<file path="config.mk">
export PLATFORM = sky130hd
export DESIGN_NAME = phy_ext_page1_ctrl
export DESIGN_NICKNAME = d
export VERILOG_FILES = /design/src/pkg/phy_ext_page1_pkg.sv /design/src/rtl/phy_ext_page1_ctrl.sv
export SDC_FILE = /design/constraint.sdc
export NUM_CORES = 1
export LEC_CHECK = 0
export ABC_AREA = 1
export ABC_CLOCK_PERIOD_IN_PS = 3900
export BUFFER_PORTS_ARGS = -buffer_cell sky130_fd_sc_hd__buf_4
export CORE_MARGIN = 5
export CORE_UTILIZATION = 60
export CTS_CLUSTER_DIAMETER = 50
export CTS_CLUSTER_SIZE = 20
export DETAILED_ROUTE_END_ITERATION = 7
export PLACE_DENSITY = 0.76
export SYNTH_ARGS = -nofsm -noshare
export SYNTH_HDL_FRONTEND = slang
export SYNTH_HIERARCHICAL = 1
export SYNTH_SLANG_ARGS = --single-unit
</file>
<file path="constraint.sdc">
create_clock -name core_clk -period 3.9 [get_ports core_clk]
set_input_delay 0 -clock core_clk [delete_from_list [all_inputs] [get_ports core_clk]]
set_output_delay 0 -clock core_clk [all_outputs]
set_load 0.02 [all_outputs]
</file>
<file path="src/pkg/phy_ext_page1_pkg.sv">
// Constants, types and field layout for the page-1 management register group.
// Assumes a 250 MHz core clock and a clause-22 style serial management frame.
// Behaviour
// (RULE1) Carrier-extension disable bit, reset one, blocks extension
// (RULE2) Sleep timer code selects one to four seconds
// (RULE3) Wake timer code selects 160/400/800/2000 ms
// (RULE4) Software may flag slow management clock, optional
// (RULE5) Media status reads 00 none, 01 copper
// (RULE6) No-preamble bit lets 10M receive skip preamble
// (RULE7) Downshift enable allows speed drop, else none
// (RULE8) Downshift code sets 2 to 5 failed attempts
// (RULE9) Downshift status reads one when required/done
// (RULE10) Bits 15:11 read management address, writes ignored
// (RULE11) Powered-device status valid only while detection enabled
// (RULE12) Eight-bit CRC error count clears on read
// (RULE13) Software clears force-idle before generator enable
// (RULE14) Generator sends fixed count, or blocks until cleared
// (RULE15) Length code selects 125/64/1518/10000 byte frames
// (RULE16) Gap bit selects 96 ns or 8192 ns
// (RULE17) Destination all ones with programmable low nibble
// (RULE18) Source low nibble from bits 5:2
// (RULE19) Payload type picks random or repeated pattern
// (RULE20) Bit 0 selects corrupted or correct FCS
// (RULE21) Fixed payload repeats the 16-bit pattern register
// (RULE22) Settings change applies only after run restart
// (RULE23) Generator sends only while enable and run set; code finishes the current frame and gap after either clears
package phy_ext_page1_pkg;
   localparam logic [4:0] REG_SLEEP_DS = 5'h14;
   localparam logic [4:0] REG_PD_CRC = 5'h17;
   localparam logic [4:0] REG_GEN_CTL = 5'h1d;
   localparam logic [4:0] REG_GEN_PAT = 5'h1e;
   localparam logic [15:0] SLEEP_DS_RST = 16'ha004;
   localparam logic [15:0] SLEEP_DS_WMASK = 16'hfc3c;
   localparam logic [15:0] GEN_CTL_RST = 16'h0040;
   localparam logic [15:0] GEN_PAT_RST = 16'h0000;
   localparam int CE_DIS_BIT = 15;
   localparam int SLEEP_LSB = 13;
   localparam int WAKE_LSB = 11;
   localparam int SLOW_MDC_BIT = 10;
   localparam int NOPRE_BIT = 5;
   localparam int DS_EN_BIT = 4;
   localparam int DS_CNT_LSB = 2;
   localparam int PD_EN_BIT = 10;
   localparam int GEN_EN_BIT = 15;
   localparam int GEN_RUN_BIT = 14;
   localparam int GEN_DUR_BIT = 13;
   localparam int GEN_LEN_LSB = 11;
   localparam int GEN_IPG_BIT = 10;
   localparam int GEN_DA_LSB = 6;
   localparam int GEN_SA_LSB = 2;
   localparam int GEN_PAY_BIT = 1;
   localparam int GEN_BADFCS_BIT = 0;
   localparam logic [1:0] MEDIA_NONE = 2'h0;
   localparam logic [1:0] MEDIA_COPPER = 2'h1;
   localparam logic [1:0] OP_READ = 2'h2;
   localparam logic [1:0] OP_WRITE = 2'h1;
   localparam int MDIO_PRE_BITS = 32;
   localparam int CLK_MHZ = 250;
   localparam int MS_NS = 1000000;
   localparam int MS_CYC = MS_NS * CLK_MHZ / 1000;
   localparam int SLEEP_UNIT_MS = 1000;
   localparam logic [11:0] WAKE_MS0 = 12'd160;
   localparam logic [11:0] WAKE_MS1 = 12'd400;
   localparam logic [11:0] WAKE_MS2 = 12'd800;
   localparam logic [11:0] WAKE_MS3 = 12'd2000;
   localparam int IPG_SHORT_NS = 96;
   localparam int IPG_LONG_NS = 8192;
   localparam logic [11:0] IPG_SHORT_CYC = 12'(IPG_SHORT_NS * CLK_MHZ / 1000);
   localparam logic [11:0] IPG_LONG_CYC = 12'(IPG_LONG_NS * CLK_MHZ / 1000);
   localparam logic [13:0] LEN0 = 14'd125;
   localparam logic [13:0] LEN1 = 14'd64;
   localparam logic [13:0] LEN2 = 14'd1518;
   localparam logic [13:0] LEN3 = 14'd10000;
   localparam logic [13:0] HDR_BYTES = 14'd12;
   localparam logic [13:0] FCS_BYTES = 14'd4;
   localparam int PKT_TOTAL_DOC = 30000000;
   localparam int PKT_BLOCK_DOC = 10000;
   localparam logic [31:0] CRC_POLY = 32'hedb88320;
   localparam logic [31:0] CRC_INIT = 32'hffffffff;
   localparam logic [15:0] LFSR_SEED = 16'hace1;
   localparam int FIFO_DEPTH = 16;
   typedef enum logic [2:0] {
      M_PRE = 3'b000, M_HDR = 3'b001, M_TA = 3'b010, M_RD = 3'b011, M_WR = 3'b100
   } mdio_st_t;
   typedef enum logic [1:0] {G_IDLE = 2'b00, G_SEND = 2'b01, G_GAP = 2'b10} gen_st_t;
   typedef struct packed {
      logic last;
      logic [7:0] data;
   } tx_word_t;
endpackage

</file>
<file path="src/rtl/phy_ext_page1_ctrl.sv">
// Page-1 control/status registers, low-power timers, downshift and test packet generator.
// Assumes management clock/data arrive as raw pins; core status inputs are on core_clk.
`timescale 1ns/1ns

module tx_fifo #(
   parameter int W = 9,
   parameter int DEPTH = 16
) (
   input wire logic core_clk,
   input wire logic nrst,
   input wire logic in_valid,
   input wire logic [W-1:0] in_data,
   output logic in_ready,
   output logic out_valid,
   output logic [W-1:0] out_data,
   input wire logic out_ready
);
   localparam int AW = $clog2(DEPTH);
   typedef struct packed {
      logic [DEPTH-1:0][W-1:0] mem;
      logic [AW-1:0] wp;
      logic [AW-1:0] rp;
      logic [AW:0] cnt;
   } fifo_st_t;
   fifo_st_t s_reg, s_next;
   logic push, pop;

   // Depth must be a power of two so pointers wrap naturally
   always_comb begin
      s_next = s_reg;
      push = in_valid && (s_reg.cnt != (AW+1)'(DEPTH));
      pop = (s_reg.cnt != '0) && out_ready;
      if (push) begin
         s_next.mem[s_reg.wp] = in_data;
         s_next.wp = s_reg.wp + 1'b1;
      end
      if (pop) s_next.rp = s_reg.rp + 1'b1;
      if (push && !pop) s_next.cnt = s_reg.cnt + 1'b1;
      else if (pop && !push) s_next.cnt = s_reg.cnt - 1'b1;
   end

   always_ff @(posedge core_clk or negedge nrst) begin
      if (!nrst) s_reg <= '0;
      else s_reg <= s_next;
   end

   assign in_ready = s_reg.cnt != (AW+1)'(DEPTH);
   assign out_valid = s_reg.cnt != '0;
   assign out_data = s_reg.mem[s_reg.rp];
endmodule // tx_fifo

module phy_ext_page1_ctrl #(
   parameter int unsigned MS_CYCLES = phy_ext_page1_pkg::MS_CYC,
   parameter int unsigned PKT_TOTAL = phy_ext_page1_pkg::PKT_TOTAL_DOC,
   parameter int unsigned PKT_BLOCK = phy_ext_page1_pkg::PKT_BLOCK_DOC
) (
   input wire logic core_clk,
   input wire logic nrst,
   input wire logic mdc,
   input wire logic mdio_in,
   output logic mdio_out,
   output logic mdio_oe,
   input wire logic [4:0] phy_addr_strap,
   input wire logic energy_det,
   input wire logic media_copper,
   input wire logic an_fail_1g,
   input wire logic crc_err,
   input wire logic [1:0] pd_status,
   output logic carrier_ext_dis,
   output logic no_preamble_en,
   output logic slow_mdc,
   output logic pd_detect_en,
   output logic low_power,
   output logic wake_pulse,
   output logic downshift_req,
   output logic gen_active,
   output phy_ext_page1_pkg::tx_word_t tx_word,
   output logic tx_valid,
   input wire logic tx_ready
);
   import phy_ext_page1_pkg::*;
   localparam logic [15:0] BLOCKS = 16'(PKT_TOTAL / PKT_BLOCK);

   typedef struct packed {
      logic [1:0] mdc_sy;
      logic [1:0] mdio_sy;
      logic [1:0] strap_go;
      logic [4:0] strap_sy1;
      logic [4:0] strap_sy2;
      logic mdc_d;
      mdio_st_t ms;
      logic [5:0] ones;
      logic [4:0] bcnt;
      logic [15:0] sh;
      logic [4:0] radr;
      logic rd_op;
      logic [15:0] rdat;
      logic mdio_out;
      logic mdio_oe;
      logic [1:0] boot;
      logic [4:0] paddr;
      logic [15:0] sleep_ds;
      logic pd_en;
      logic [7:0] crc_cnt;
      logic [15:0] gen_ctl;
      logic [15:0] gen_pat;
      logic [2:0] fails;
      logic dshift;
      logic [17:0] ms_div;
      logic ms_tick;
      logic [11:0] ms_cnt;
      logic low_power;
      logic wake_pulse;
      gen_st_t gs;
      logic active;
      logic go_low;
      logic fin;
      logic done;
      logic [13:0] cfg;
      logic [15:0] pat;
      logic [13:0] idx;
      logic [13:0] len;
      logic [31:0] crc;
      logic [15:0] lfsr;
      logic [11:0] gap;
      logic [15:0] blk_pkt;
      logic [15:0] blocks;
      logic push_v;
      tx_word_t push_d;
   } st_t;

   st_t s_reg, s_next;
   logic rise, bit_in, rd_evt, wr_evt, go, adv, fifo_rdy, boundary;
   logic [12:0] hdr;
   logic [15:0] wdata, rd_mux;
   logic [11:0] sleep_ms, wake_ms, ipg;
   logic [2:0] ds_thr;
   logic [7:0] gbyte;

   function automatic logic [31:0] crc_byte(input logic [31:0] c, input logic [7:0] d);
      logic [31:0] r;
      r = c ^ {24'h000000, d};
      for (int i = 0; i < 8; i++) begin
         r = r[0] ? ((r >> 1) ^ CRC_POLY) : (r >> 1);
      end
      return r;
   endfunction

   function automatic logic [13:0] frame_len(input logic [1:0] code);
      unique case (code)
         2'h0: frame_len = LEN0;
         2'h1: frame_len = LEN1;
         2'h2: frame_len = LEN2;
         2'h3: frame_len = LEN3;
      endcase
   endfunction

   always_comb begin
      s_next = s_reg;
      // Only the second stage of each synchroniser is looked at
      s_next.mdc_sy = {s_reg.mdc_sy[0], mdc};
      s_next.mdio_sy = {s_reg.mdio_sy[0], mdio_in};
      s_next.strap_sy1 = phy_addr_strap;
      s_next.strap_sy2 = s_reg.strap_sy1;
      s_next.mdc_d = s_reg.mdc_sy[1];
      rise = s_reg.mdc_sy[1] && !s_reg.mdc_d;
      bit_in = s_reg.mdio_sy[1];
      hdr = {s_reg.sh[11:0], bit_in};
      wdata = {s_reg.sh[14:0], bit_in};
      // Address strap is caught a few cycles after reset release
      if (s_reg.boot != 2'h3) begin
         s_next.boot = s_reg.boot + 2'h1;
         s_next.paddr = s_reg.strap_sy2;
      end

      // Read data for the addressed register
      rd_mux = 16'h0000;
      unique case (hdr[4:0])
         REG_SLEEP_DS: rd_mux = {s_reg.sleep_ds[15:10], 2'h0,
            media_copper ? MEDIA_COPPER : MEDIA_NONE, // [RULE5]
            s_reg.sleep_ds[5:2], s_reg.dshift, 1'b0}; // [RULE9]
         REG_PD_CRC: rd_mux = {s_reg.paddr, s_reg.pd_en, // [RULE10]
            s_reg.pd_en ? pd_status : 2'h0, s_reg.crc_cnt}; // [RULE11]
         REG_GEN_CTL: rd_mux = s_reg.gen_ctl;
         REG_GEN_PAT: rd_mux = s_reg.gen_pat;
         default: rd_mux = 16'h0000;
      endcase

      // Serial management frame slave
      rd_evt = 1'b0;
      wr_evt = 1'b0;
      if (rise) begin
         unique case (s_reg.ms)
            M_PRE: begin
               if (bit_in) begin
                  if (s_reg.ones != 6'(MDIO_PRE_BITS)) s_next.ones = s_reg.ones + 6'h01;
               end else begin
                  if (s_reg.ones == 6'(MDIO_PRE_BITS)) begin
                     s_next.ms = M_HDR;
                     s_next.bcnt = 5'h00;
                  end
                  s_next.ones = 6'h00;
               end
            end
            M_HDR: begin
               s_next.sh = {s_reg.sh[14:0], bit_in};
               s_next.bcnt = s_reg.bcnt + 5'h01;
               if (s_reg.bcnt == 5'd12) begin
                  s_next.bcnt = 5'h00;
                  s_next.radr = hdr[4:0];
                  s_next.rd_op = hdr[11:10] == OP_READ;
                  if (!hdr[12] || hdr[9:5] != s_reg.paddr ||
                      (hdr[11:10] != OP_READ && hdr[11:10] != OP_WRITE)) begin
                     s_next.ms = M_PRE;
                  end else begin
                     s_next.ms = M_TA;
                     rd_evt = hdr[11:10] == OP_READ;
                     s_next.rdat = rd_mux;
                  end
               end
            end
            M_TA: begin
               s_next.bcnt = s_reg.bcnt + 5'h01;
               if (s_reg.rd_op && s_reg.bcnt == 5'h00) begin
                  s_next.mdio_oe = 1'b1;
                  s_next.mdio_out = 1'b0;
               end
               if (s_reg.bcnt == 5'h01) begin
                  s_next.ms = s_reg.rd_op ? M_RD : M_WR;
                  s_next.bcnt = s_reg.rd_op ? 5'h01 : 5'h00;
                  if (s_reg.rd_op) s_next.mdio_out = s_reg.rdat[15];
               end
            end
            M_RD: begin
               if (s_reg.bcnt == 5'd16) begin
                  s_next.mdio_oe = 1'b0;
                  s_next.ms = M_PRE;
               end else begin
                  s_next.mdio_out = s_reg.rdat[4'(5'd15 - s_reg.bcnt)];
                  s_next.bcnt = s_reg.bcnt + 5'h01;
               end
            end
            M_WR: begin
               s_next.sh = {s_reg.sh[14:0], bit_in};
               s_next.bcnt = s_reg.bcnt + 5'h01;
               if (s_reg.bcnt == 5'd15) begin
                  wr_evt = 1'b1;
                  s_next.ms = M_PRE;
               end
            end
            default: s_next.ms = M_PRE;
         endcase
      end

      // Register writes; read-only fields are masked off
      if (wr_evt) begin
         unique case (s_reg.radr)
            REG_SLEEP_DS: s_next.sleep_ds = wdata & SLEEP_DS_WMASK;
            REG_PD_CRC: s_next.pd_en = wdata[PD_EN_BIT]; // [RULE10]
            REG_GEN_CTL: s_next.gen_ctl = wdata;
            REG_GEN_PAT: s_next.gen_pat = wdata;
            default: ;
         endcase
      end

      // Error count: read clears, but an error in the same cycle still counts
      if (rd_evt && hdr[4:0] == REG_PD_CRC) s_next.crc_cnt = {7'h00, crc_err}; // [RULE12]
      else if (crc_err && s_reg.crc_cnt != 8'hff) s_next.crc_cnt = s_reg.crc_cnt + 8'h01;

      // Downshift after enough failed gigabit negotiations
      ds_thr = 3'(s_reg.sleep_ds[DS_CNT_LSB +: 2]) + 3'h2; // [RULE8]
      if (!s_reg.sleep_ds[DS_EN_BIT]) begin
         s_next.fails = 3'h0;
         s_next.dshift = 1'b0; // [RULE7]
      end else begin
         if (an_fail_1g && s_reg.fails != 3'h7) s_next.fails = s_reg.fails + 3'h1;
         if (s_reg.fails >= ds_thr) s_next.dshift = 1'b1; // [RULE8]
      end

      // Millisecond enable and low-power sleep/wake timers
      s_next.ms_tick = 1'b0;
      s_next.ms_div = s_reg.ms_div + 18'h00001;
      if (s_reg.ms_div == 18'(MS_CYCLES - 1)) begin
         s_next.ms_div = 18'h00000;
         s_next.ms_tick = 1'b1;
      end
      sleep_ms = 12'(SLEEP_UNIT_MS * (int'(s_reg.sleep_ds[SLEEP_LSB +: 2]) + 1)); // [RULE2]
      unique case (s_reg.sleep_ds[WAKE_LSB +: 2]) // [RULE3]
         2'h0: wake_ms = WAKE_MS0;
         2'h1: wake_ms = WAKE_MS1;
         2'h2: wake_ms = WAKE_MS2;
         2'h3: wake_ms = WAKE_MS3;
      endcase
      s_next.wake_pulse = 1'b0;
      if (energy_det) begin
         s_next.low_power = 1'b0;
         s_next.ms_cnt = 12'h000;
      end else if (s_reg.ms_tick) begin
         s_next.ms_cnt = s_reg.ms_cnt + 12'h001;
         if (!s_reg.low_power && s_reg.ms_cnt + 12'h001 >= sleep_ms) begin
            s_next.low_power = 1'b1; // [RULE2]
            s_next.ms_cnt = 12'h000;
         end else if (s_reg.low_power && s_reg.ms_cnt + 12'h001 >= wake_ms) begin
            s_next.wake_pulse = 1'b1; // [RULE3]
            s_next.ms_cnt = 12'h000;
         end
      end

      // Test packet generator
      go = s_reg.gen_ctl[GEN_EN_BIT] && s_reg.gen_ctl[GEN_RUN_BIT]; // [RULE23]
      adv = !s_reg.push_v || fifo_rdy;
      ipg = s_reg.cfg[GEN_IPG_BIT] ? IPG_LONG_CYC : IPG_SHORT_CYC; // [RULE16]
      boundary = s_reg.blk_pkt == 16'(PKT_BLOCK - 1);
      if (!go) s_next.go_low = 1'b1;
      if (!go) s_next.fin = 1'b0;
      if (s_reg.push_v && fifo_rdy) s_next.push_v = 1'b0;
      if (s_reg.idx < 14'd5 || (s_reg.idx > 14'd5 && s_reg.idx < 14'd11)) gbyte = 8'hff;
      else if (s_reg.idx == 14'd5) gbyte = {4'hf, s_reg.cfg[GEN_DA_LSB +: 4]}; // [RULE17]
      else if (s_reg.idx == 14'd11) gbyte = {4'hf, s_reg.cfg[GEN_SA_LSB +: 4]}; // [RULE18]
      else if (s_reg.idx >= s_reg.len - FCS_BYTES)
         gbyte = ~s_reg.crc[7:0] ^ {8{s_reg.cfg[GEN_BADFCS_BIT]}}; // [RULE20]
      else if (s_reg.cfg[GEN_PAY_BIT])
         gbyte = s_reg.idx[0] ? s_reg.pat[7:0] : s_reg.pat[15:8]; // [RULE21]
      else gbyte = s_reg.lfsr[7:0]; // [RULE19]
      unique case (s_reg.gs)
         G_IDLE: begin
            if (go && !s_reg.fin) begin
               // Settings are frozen here, so later writes other than enable, run and the duration bit wait for a restart
               s_next.cfg = s_reg.gen_ctl[13:0]; // [RULE22]
               s_next.pat = s_reg.gen_pat; // [RULE22]
               s_next.len = frame_len(s_reg.gen_ctl[GEN_LEN_LSB +: 2]); // [RULE15]
               s_next.idx = 14'h0000;
               s_next.crc = CRC_INIT;
               s_next.blk_pkt = 16'h0000;
               s_next.blocks = 16'h0000;
               s_next.go_low = 1'b0;
               s_next.done = 1'b0;
               s_next.gs = G_SEND;
            end
         end
         G_SEND: begin
            if (adv) begin
               s_next.push_v = 1'b1;
               s_next.push_d = '{last: s_reg.idx == s_reg.len - 14'h0001, data: gbyte};
               s_next.idx = s_reg.idx + 14'h0001;
               if (s_reg.idx >= s_reg.len - FCS_BYTES) s_next.crc = s_reg.crc >> 8;
               else s_next.crc = crc_byte(s_reg.crc, gbyte);
               if (s_reg.idx >= HDR_BYTES && !s_reg.cfg[GEN_PAY_BIT])
                  s_next.lfsr = {s_reg.lfsr[14:0], s_reg.lfsr[15] ^ s_reg.lfsr[13] ^
                     s_reg.lfsr[12] ^ s_reg.lfsr[10]};
               if (s_reg.idx == s_reg.len - 14'h0001) begin
                  s_next.gs = G_GAP;
                  s_next.gap = ipg - 12'h001; // [RULE16]
                  s_next.blk_pkt = boundary ? 16'h0000 : s_reg.blk_pkt + 16'h0001;
                  if (boundary) s_next.blocks = s_reg.blocks + 16'h0001;
                  s_next.done = boundary && ((s_reg.cfg[GEN_DUR_BIT] &&
                     !s_reg.gen_ctl[GEN_DUR_BIT]) || // [RULE14]
                     (!s_reg.cfg[GEN_DUR_BIT] && s_reg.blocks == BLOCKS - 16'h0001));
               end
            end
         end
         G_GAP: begin
            s_next.gap = s_reg.gap - 12'h001;
            if (s_reg.gap == 12'h000) begin
               s_next.idx = 14'h0000;
               s_next.crc = CRC_INIT;
               s_next.gs = G_SEND;
               // A frame in flight is finished; a dropped run bit halts here
               if (s_reg.done || s_reg.go_low || !go) begin // [RULE23]
                  s_next.gs = G_IDLE;
                  s_next.fin = s_reg.done && go;
               end
            end
         end
         default: s_next.gs = G_IDLE;
      endcase
      s_next.active = s_next.gs != G_IDLE;
   end

   always_ff @(posedge core_clk or negedge nrst) begin
      if (!nrst) begin
         s_reg <= '0;
         s_reg.sleep_ds <= SLEEP_DS_RST;
         s_reg.gen_ctl <= GEN_CTL_RST;
         s_reg.gen_pat <= GEN_PAT_RST;
         s_reg.lfsr <= LFSR_SEED;
         s_reg.ms <= M_PRE;
         s_reg.gs <= G_IDLE;
      end else begin
         s_reg <= s_next;
      end
   end

   tx_fifo #(.W($bits(tx_word_t)), .DEPTH(FIFO_DEPTH)) u_fifo (
      .core_clk(core_clk),
      .nrst(nrst),
      .in_valid(s_reg.push_v),
      .in_data(s_reg.push_d),
      .in_ready(fifo_rdy),
      .out_valid(tx_valid),
      .out_data(tx_word),
      .out_ready(tx_ready)
   );

   assign mdio_out = s_reg.mdio_out;
   assign mdio_oe = s_reg.mdio_oe;
   assign carrier_ext_dis = s_reg.sleep_ds[CE_DIS_BIT]; // [RULE1]
   assign no_preamble_en = s_reg.sleep_ds[NOPRE_BIT]; // [RULE6]
   assign slow_mdc = s_reg.sleep_ds[SLOW_MDC_BIT];
   assign pd_detect_en = s_reg.pd_en;
   assign low_power = s_reg.low_power;
   assign wake_pulse = s_reg.wake_pulse;
   assign downshift_req = s_reg.dshift;
   assign gen_active = s_reg.active;
endmodule // phy_ext_page1_ctrl

</file>
==> flow_summary.json, run 1 <==
{
  "cp_data_arrival_time_ps": 4140,
  "clock.fmax_mhz": 272,
  "maxSlewHeadroom_pct": 33.4,
  "largest_reg_flops": 289,
  "dr.pass1.iters": 8,
  "grt.total_usage_pct": 27.9,
  "htreeDepth": 2,
  "diodes": 0,
  "p_leak_nw": 14.7,
  "route.detailed.drc": 0,
  "syn_inst": 3547,
  "cp_top_family": "simple AND/OR/NAND/NOR gates",
  "die_h_um": 224,
  "ir_drop_v": 0.000832,
  "ant_nets": 0,
  "worstMarginPinSlew_ps": 997,
  "routed_via_density": 5.75,
  "critPathLaunchType": "flip-flop",
  "die-area_sq_mm": 0.0502,
  "crit_slowest_cell": "dfrtp_2",
  "place_worst_setup_slack_ps": 148,
  "power_density_mw_per_mm2": 404,
  "final.setup.tns_ps": 0,
  "detail_route.wl_per_cell_um": 16.9,
  "maxCapViolCount": 0,
  "cts_tree": "yes",
  "path_depth": 25,
  "cts.sinks": 477,
  "grt_pass1_wl_um": 117000,
  "ys_types": 68,
  "synth_seq_area_share_pct": 43.5,
  "drt-initial-drc-count": 2558,
  "start_util_pct": 60.6,
  "clk_pin_slew_ps": 70,
  "slowest_delay_ps": 460,
  "period_share_pct": 94.2,
  "avgSynthCellArea_sq_um": 7.75,
  "crit_required_ps": 4370,
  "drv_slew": 0,
  "hp-class": "primary input to asynchronous set/reset pin",
  "drt-total-wl_um": 70700,
  "synth_edf_count": 0,
  "cts_buffers": 49,
  "layout.nets": 3657,
  "status": "complete, no violations",
  "nFillCells": 3755,
  "clock_latency_ps": 620,
  "syn2layout_area_growth_pct": 10.3,
  "yosys_warnings": 6,
  "hold_violations": 0,
  "synth_ff_type": "dfrtp_1",
  "synth_area_sq_mm": 0.0275,
  "overflow": 0,
  "seqCellArea_sq_mm": 0.0120,
  "multiInputGateArea_sq_mm": 0.0135,
  "ioPinCount": 36,
  "grt_max_degree": 96,
  "setup_ws_ps": 228,
  "ctsRootBufferMaster": "clkbuf_16",
  "core-area_sq_mm": 0.0454,
  "synthesis.nets": 3647,
  "mostFrequentLayoutCells": "nand2_1, dfrtp_1, inv_1",
  "finalClockSkew_ps": 30.3,
  "gp_congestion": 0.918,
  "rows": 78,
  "cp-end-kind": "flip-flop",
  "chipWidth_um": 224,
  "fin_crit_ps": 3670,
  "crit_buf_inv": 2,
  "cpMostUsedCell": "nand2_1",
  "vias": 24100,
  "port_buffers": 35,
  "hpwlAfterDp_um": 47500,
  "drive_above_1_share_pct": 10.4,
  "async_flop_share_pct": 100,
  "reg2reg_depth": 25,
  "final_common_cell": "nand2_1",
  "ys_ff_latch": 477,
  "antenna_found_initial": 0,
  "clk_path_buf_depth": 3,
  "critPathKind": "flip-flop to flip-flop",
  "grt_pass1_vias": 23200,
  "cp_max_fo": 7,
  "finalSetupViolations": 0
}
cells by family (layout without fill, tap and decap cells):
group	Yosys count	count (layout)	share of synthesized area, %
AO/OA/AOI/OAI	450	450	9.31
XOR/XNOR	93	93	3.07
multiplexers	4	4	0.164
buffers and inverters	518	567	7.75
AND/OR/NAND/NOR	1921	1923	32.4
adder cells (fa/ha/maj)	84	84	3.90
flip-flops	477	477	43.5
report_power, final:
part | switching (mW) | internal, mW | total [mW]
clock | 2.27 | 2.95 | 5.22
combinational | 1.37 | 0.543 | 1.91
sequential | 0.101 | 5.04 | 5.14
cell usage after synthesis (all sizes together), types with 62 or more instances:
| library cell | n | area share, % |
|---|---|---|
| o21ai | 238 | 4.3 |
| nand3 | 213 | 4.8 |
| clkbuf | 87 | 1.2 |
| nand2 | 1173 | 17 |
| inv | 356 | 4.9 |
| dfrtp | 465 | 42 |
| ha | 81 | 3.7 |
| nor2 | 272 | 4.5 |
| buf | 66 | 1.5 |
| xor2 | 62 | 2.1 |
| a21oi | 91 | 1.7 |
| nand4 | 181 | 4.2 |
final cells by class:
type	count	share of cell area (%)
clock inverters	38	1.72
well taps	600	2.47
repair buffers	111	3.08
flip-flops and latches	477	39.4
clock buffers	54	4.24
inverters	364	4.51
multi-input cells	2554	44.6
timing repair:
item | in CTS | in global routing
endpoints found under the setup margin | 0 | 47
setup buffers | 0 | 6
hold buffers | 18 | 0
resized for setup | 0 | 21
endpoints found under the hold margin | 116 | 0
stage by stage:
stage / cells / util, % / hold WS (ps) / power, mW / cell area, sq um
floorplan: 3547 / - / -296 / 6.46 / 27500
global placement: 4080 / 62.2 / 112 / 7.06 / 28200
detailed placement: 4080 / 62.2 / 110 / 7.09 / 28200
CTS: 4190 / 66.5 / 5.28 / 12.3 / 30200
global route: 4198 / 66.9 / 16.2 / 12.8 / 30300
finish: 4198 / 66.9 / 37.3 / 12.3 / 30300
path summary, 6_finish.rpt:
kind                                            endpoint  slack, ps                    from
max                                s_reg[88]$_DFFE_PN0P_        230  s_reg[107]$_DFFE_PN0P_
min                                s_reg[28]$_DFFE_PN0P_         40                    nrst
max reg2reg                        s_reg[88]$_DFFE_PN0P_        230  s_reg[107]$_DFFE_PN0P_
min reg2reg                         s_reg[326]$_DFF_PN0_        350   s_next[326]$_DFF_PN0_
max in group asynchronous  u_fifo/s_reg[150]$_DFFE_PN0P_       2700                    nrst
min in group core_clk              s_next[325]$_DFF_PN0_         40       phy_addr_strap[3]
per-layer routing:
layer  vias to the layer above  track usage, %  routed length [um]
met1                     11500            38.9               30800
li1                      11600               -                   -
met4                         0            8.77                2020
met2                       846            45.4               33200
met3                       137            4.30                4680
met5                         -               0                   0
Power figures use the tool's default switching activity.
==> inputs of run 2 (changes only) <==
==> constraint.sdc (replaced) <==
create_clock -name core_clk -period 3.9 [get_ports core_clk]
set_input_delay 0.39 -clock core_clk [delete_from_list [all_inputs] [get_ports core_clk]]
set_output_delay 0.39 -clock core_clk [all_outputs]
set_load 0.02 [all_outputs]
==> run 2 against run 1 <==
Cell count decreased by 0.40%. Setup slack better by 3.2 ps. First-iteration DRC count shrank 2.6%. Critical path type unchanged. Wire length down 1.1%. Clock-buffer cell count grew 6. Die area stayed put. Largest cell class unchanged. Utilization shrank 0.55 points. Largest power group is now registers.
==> flow_summary.json, run 2 (synthesis gave the netlist of run 1 again) <==
{
  "grt_pass1_wl_um": 117000,
  "cp_data_arrival_time_ps": 4120,
  "maxCapViolCount": 0,
  "hpwlAfterDp_um": 47500,
  "p_leak_nw": 14.6,
  "grt_max_degree": 93,
  "final_common_cell": "nand2_1",
  "rows": 78,
  "met2_wirelength_um": 33400,
  "worstMarginPinSlew_ps": 1100,
  "layout.nets": 3642,
  "wl_met3_um": 4260,
  "power_density_mw_per_mm2": 397,
  "ctsRootBufferMaster": "clkbuf_16",
  "syn2layout_area_growth_pct": 9.42,
  "dpl_cell_area_sq_mm": 0.0282,
  "htreeDepth": 2,
  "fin_cells": 4181,
  "cp_max_fo": 7,
  "cts.sinks": 477,
  "overflow": 0,
  "drt-total-wl_um": 69900,
  "met1_length_um": 30500,
  "clk_pin_slew_ps": 70,
  "drt-initial-drc-count": 2491,
  "status": "complete, no violations",
  "hold_slack_ps": 41.3,
  "fin_crit_ps": 3670,
  "start_util_pct": 60.6,
  "grt.total_usage_pct": 27.7,
  "core-area_sq_mm": 0.0454,
  "finalClockSkew_ps": 33.9,
  "mostFrequentLayoutCells": "nand2_1, dfrtp_1, inv_1",
  "nFillCells": 3801,
  "ant_nets": 0,
  "seqCellArea_sq_mm": 0.0120,
  "crit_required_ps": 4350,
  "critPathLaunchType": "flip-flop",
  "critPathKind": "flip-flop to flip-flop",
  "diodes": 0,
  "port_buffers": 35,
  "detail_route.wl_per_cell_um": 16.7,
  "routed_via_density": 5.77,
  "die_h_um": 224,
  "hp-class": "primary input to flip-flop",
  "period_share_pct": 94.1,
  "drv_slew": 0,
  "p_total_mw": 11.9,
  "ir_drop_v": 0.000798,
  "route.detailed.drc": 0,
  "final_area_sq_mm": 0.0301,
  "largest_reg_flops": 289,
  "cts_tree": "yes",
  "grt_pass1_vias": 23100,
  "vias": 24100,
  "chipWidth_um": 224,
  "dr.pass1.iters": 5,
  "finalSetupViolations": 0,
  "cp-end-kind": "flip-flop",
  "die-area_sq_mm": 0.0502,
  "clock.fmax_mhz": 273,
  "clk_path_buf_depth": 3,
  "top_layer_used": "met4",
  "antenna_found_initial": 0,
  "clock_latency_ps": 610,
  "gp_congestion": 0.922,
  "maxSlewHeadroom_pct": 26.6,
  "min_path_cells": 3,
  "reg2reg_depth": 26,
  "drive_above_1_share_pct": 10.1,
  "r2r_slack_ps": 230,
  "hold_violations": 0,
  "cts_buffers": 48,
  "multiInputGateArea_sq_mm": 0.0135,
  "dp_cells": 4077,
  "ioPinCount": 36
}
## run 2: metrics by stage
step / setup slack, ps / util (%) / setup TNS [ps]
global route: -10.7 / 66.3 / -10.7
finish: 231 / 66.3 / 0
global placement: 189 / 62.1 / 0
CTS: 78.8 / 66.1 / 0
floorplan: 633 / - / 0
detailed placement: 108 / 62.1 / 0
## run 2: critical path: stages, from the launching register on
cell     delay (ps)
dfrtp_1         440
inv_2           150
ha_4            180
inv_1            70
nor2_2          170
nand2_1          90
ha_1            290
nand2_1          80
nor2_2           50
nand2_1         100
nor2_4           70
nor2_4          250
nand4_1         230
nand2_4         160
nand2_2          80
nand2_2         130
nand2_4         110
nand2_2         100
nand2_2         100
nand2_1          90
nand2_1          90
nand2_1          90
nand2_1          50
o21ai_0         170
nand2_1          70
nand2_1          60
a21oi_1          60
## run 2: power breakdown
part / switching, mW / internal, mW
sequential: 0.101 / 5.04
combinational: 1.35 / 0.538
clock: 2.13 / 2.77
total: 3.59 / 8.35
## run 2: layer usage
metal / GRT usage [%] / vias up
met1: 39.3 / 11600
met4: 8.52 / 0
met3: 3.26 / 132
li1: - / 11600
met5: 0 / -
met2: 45.2 / 808
## run 2: final timing paths
check	start	endpoint
worst max-delay path	s_reg[107]$_DFFE_PN0P_	s_reg[88]$_DFFE_PN0P_
worst min-delay path	tx_ready	u_fifo/s_reg[8]$_DFFE_PN0P_
worst max register to register	s_reg[107]$_DFFE_PN0P_	s_reg[88]$_DFFE_PN0P_
worst min register to register	s_next[326]$_DFF_PN0_	s_reg[326]$_DFF_PN0_
max in group asynchronous	nrst	s_reg[69]$_DFFE_PN1P_
min in group asynchronous	nrst	s_reg[26]$_DFFE_PN0P_
## run 2: cell type report
cell class / count / share of cell area [%]
Sequential cell: 477 / 39.7
Clock buffer: 60 / 4.44
Inverter: 364 / 4.54
Multi-Input combinational cell: 2554 / 44.9
Tap cell: 600 / 2.49
Clock inverter: 29 / 1.17
Timing Repair Buffer: 97 / 2.73
## run 2: repair_timing
item / CTS / global route
setup buffers: 0 / 4
hold buffers: 9 / 0
endpoints found under the setup margin: 0 / 42
gates resized for setup: 0 / 16
hold endpoints to repair: 87 / 0
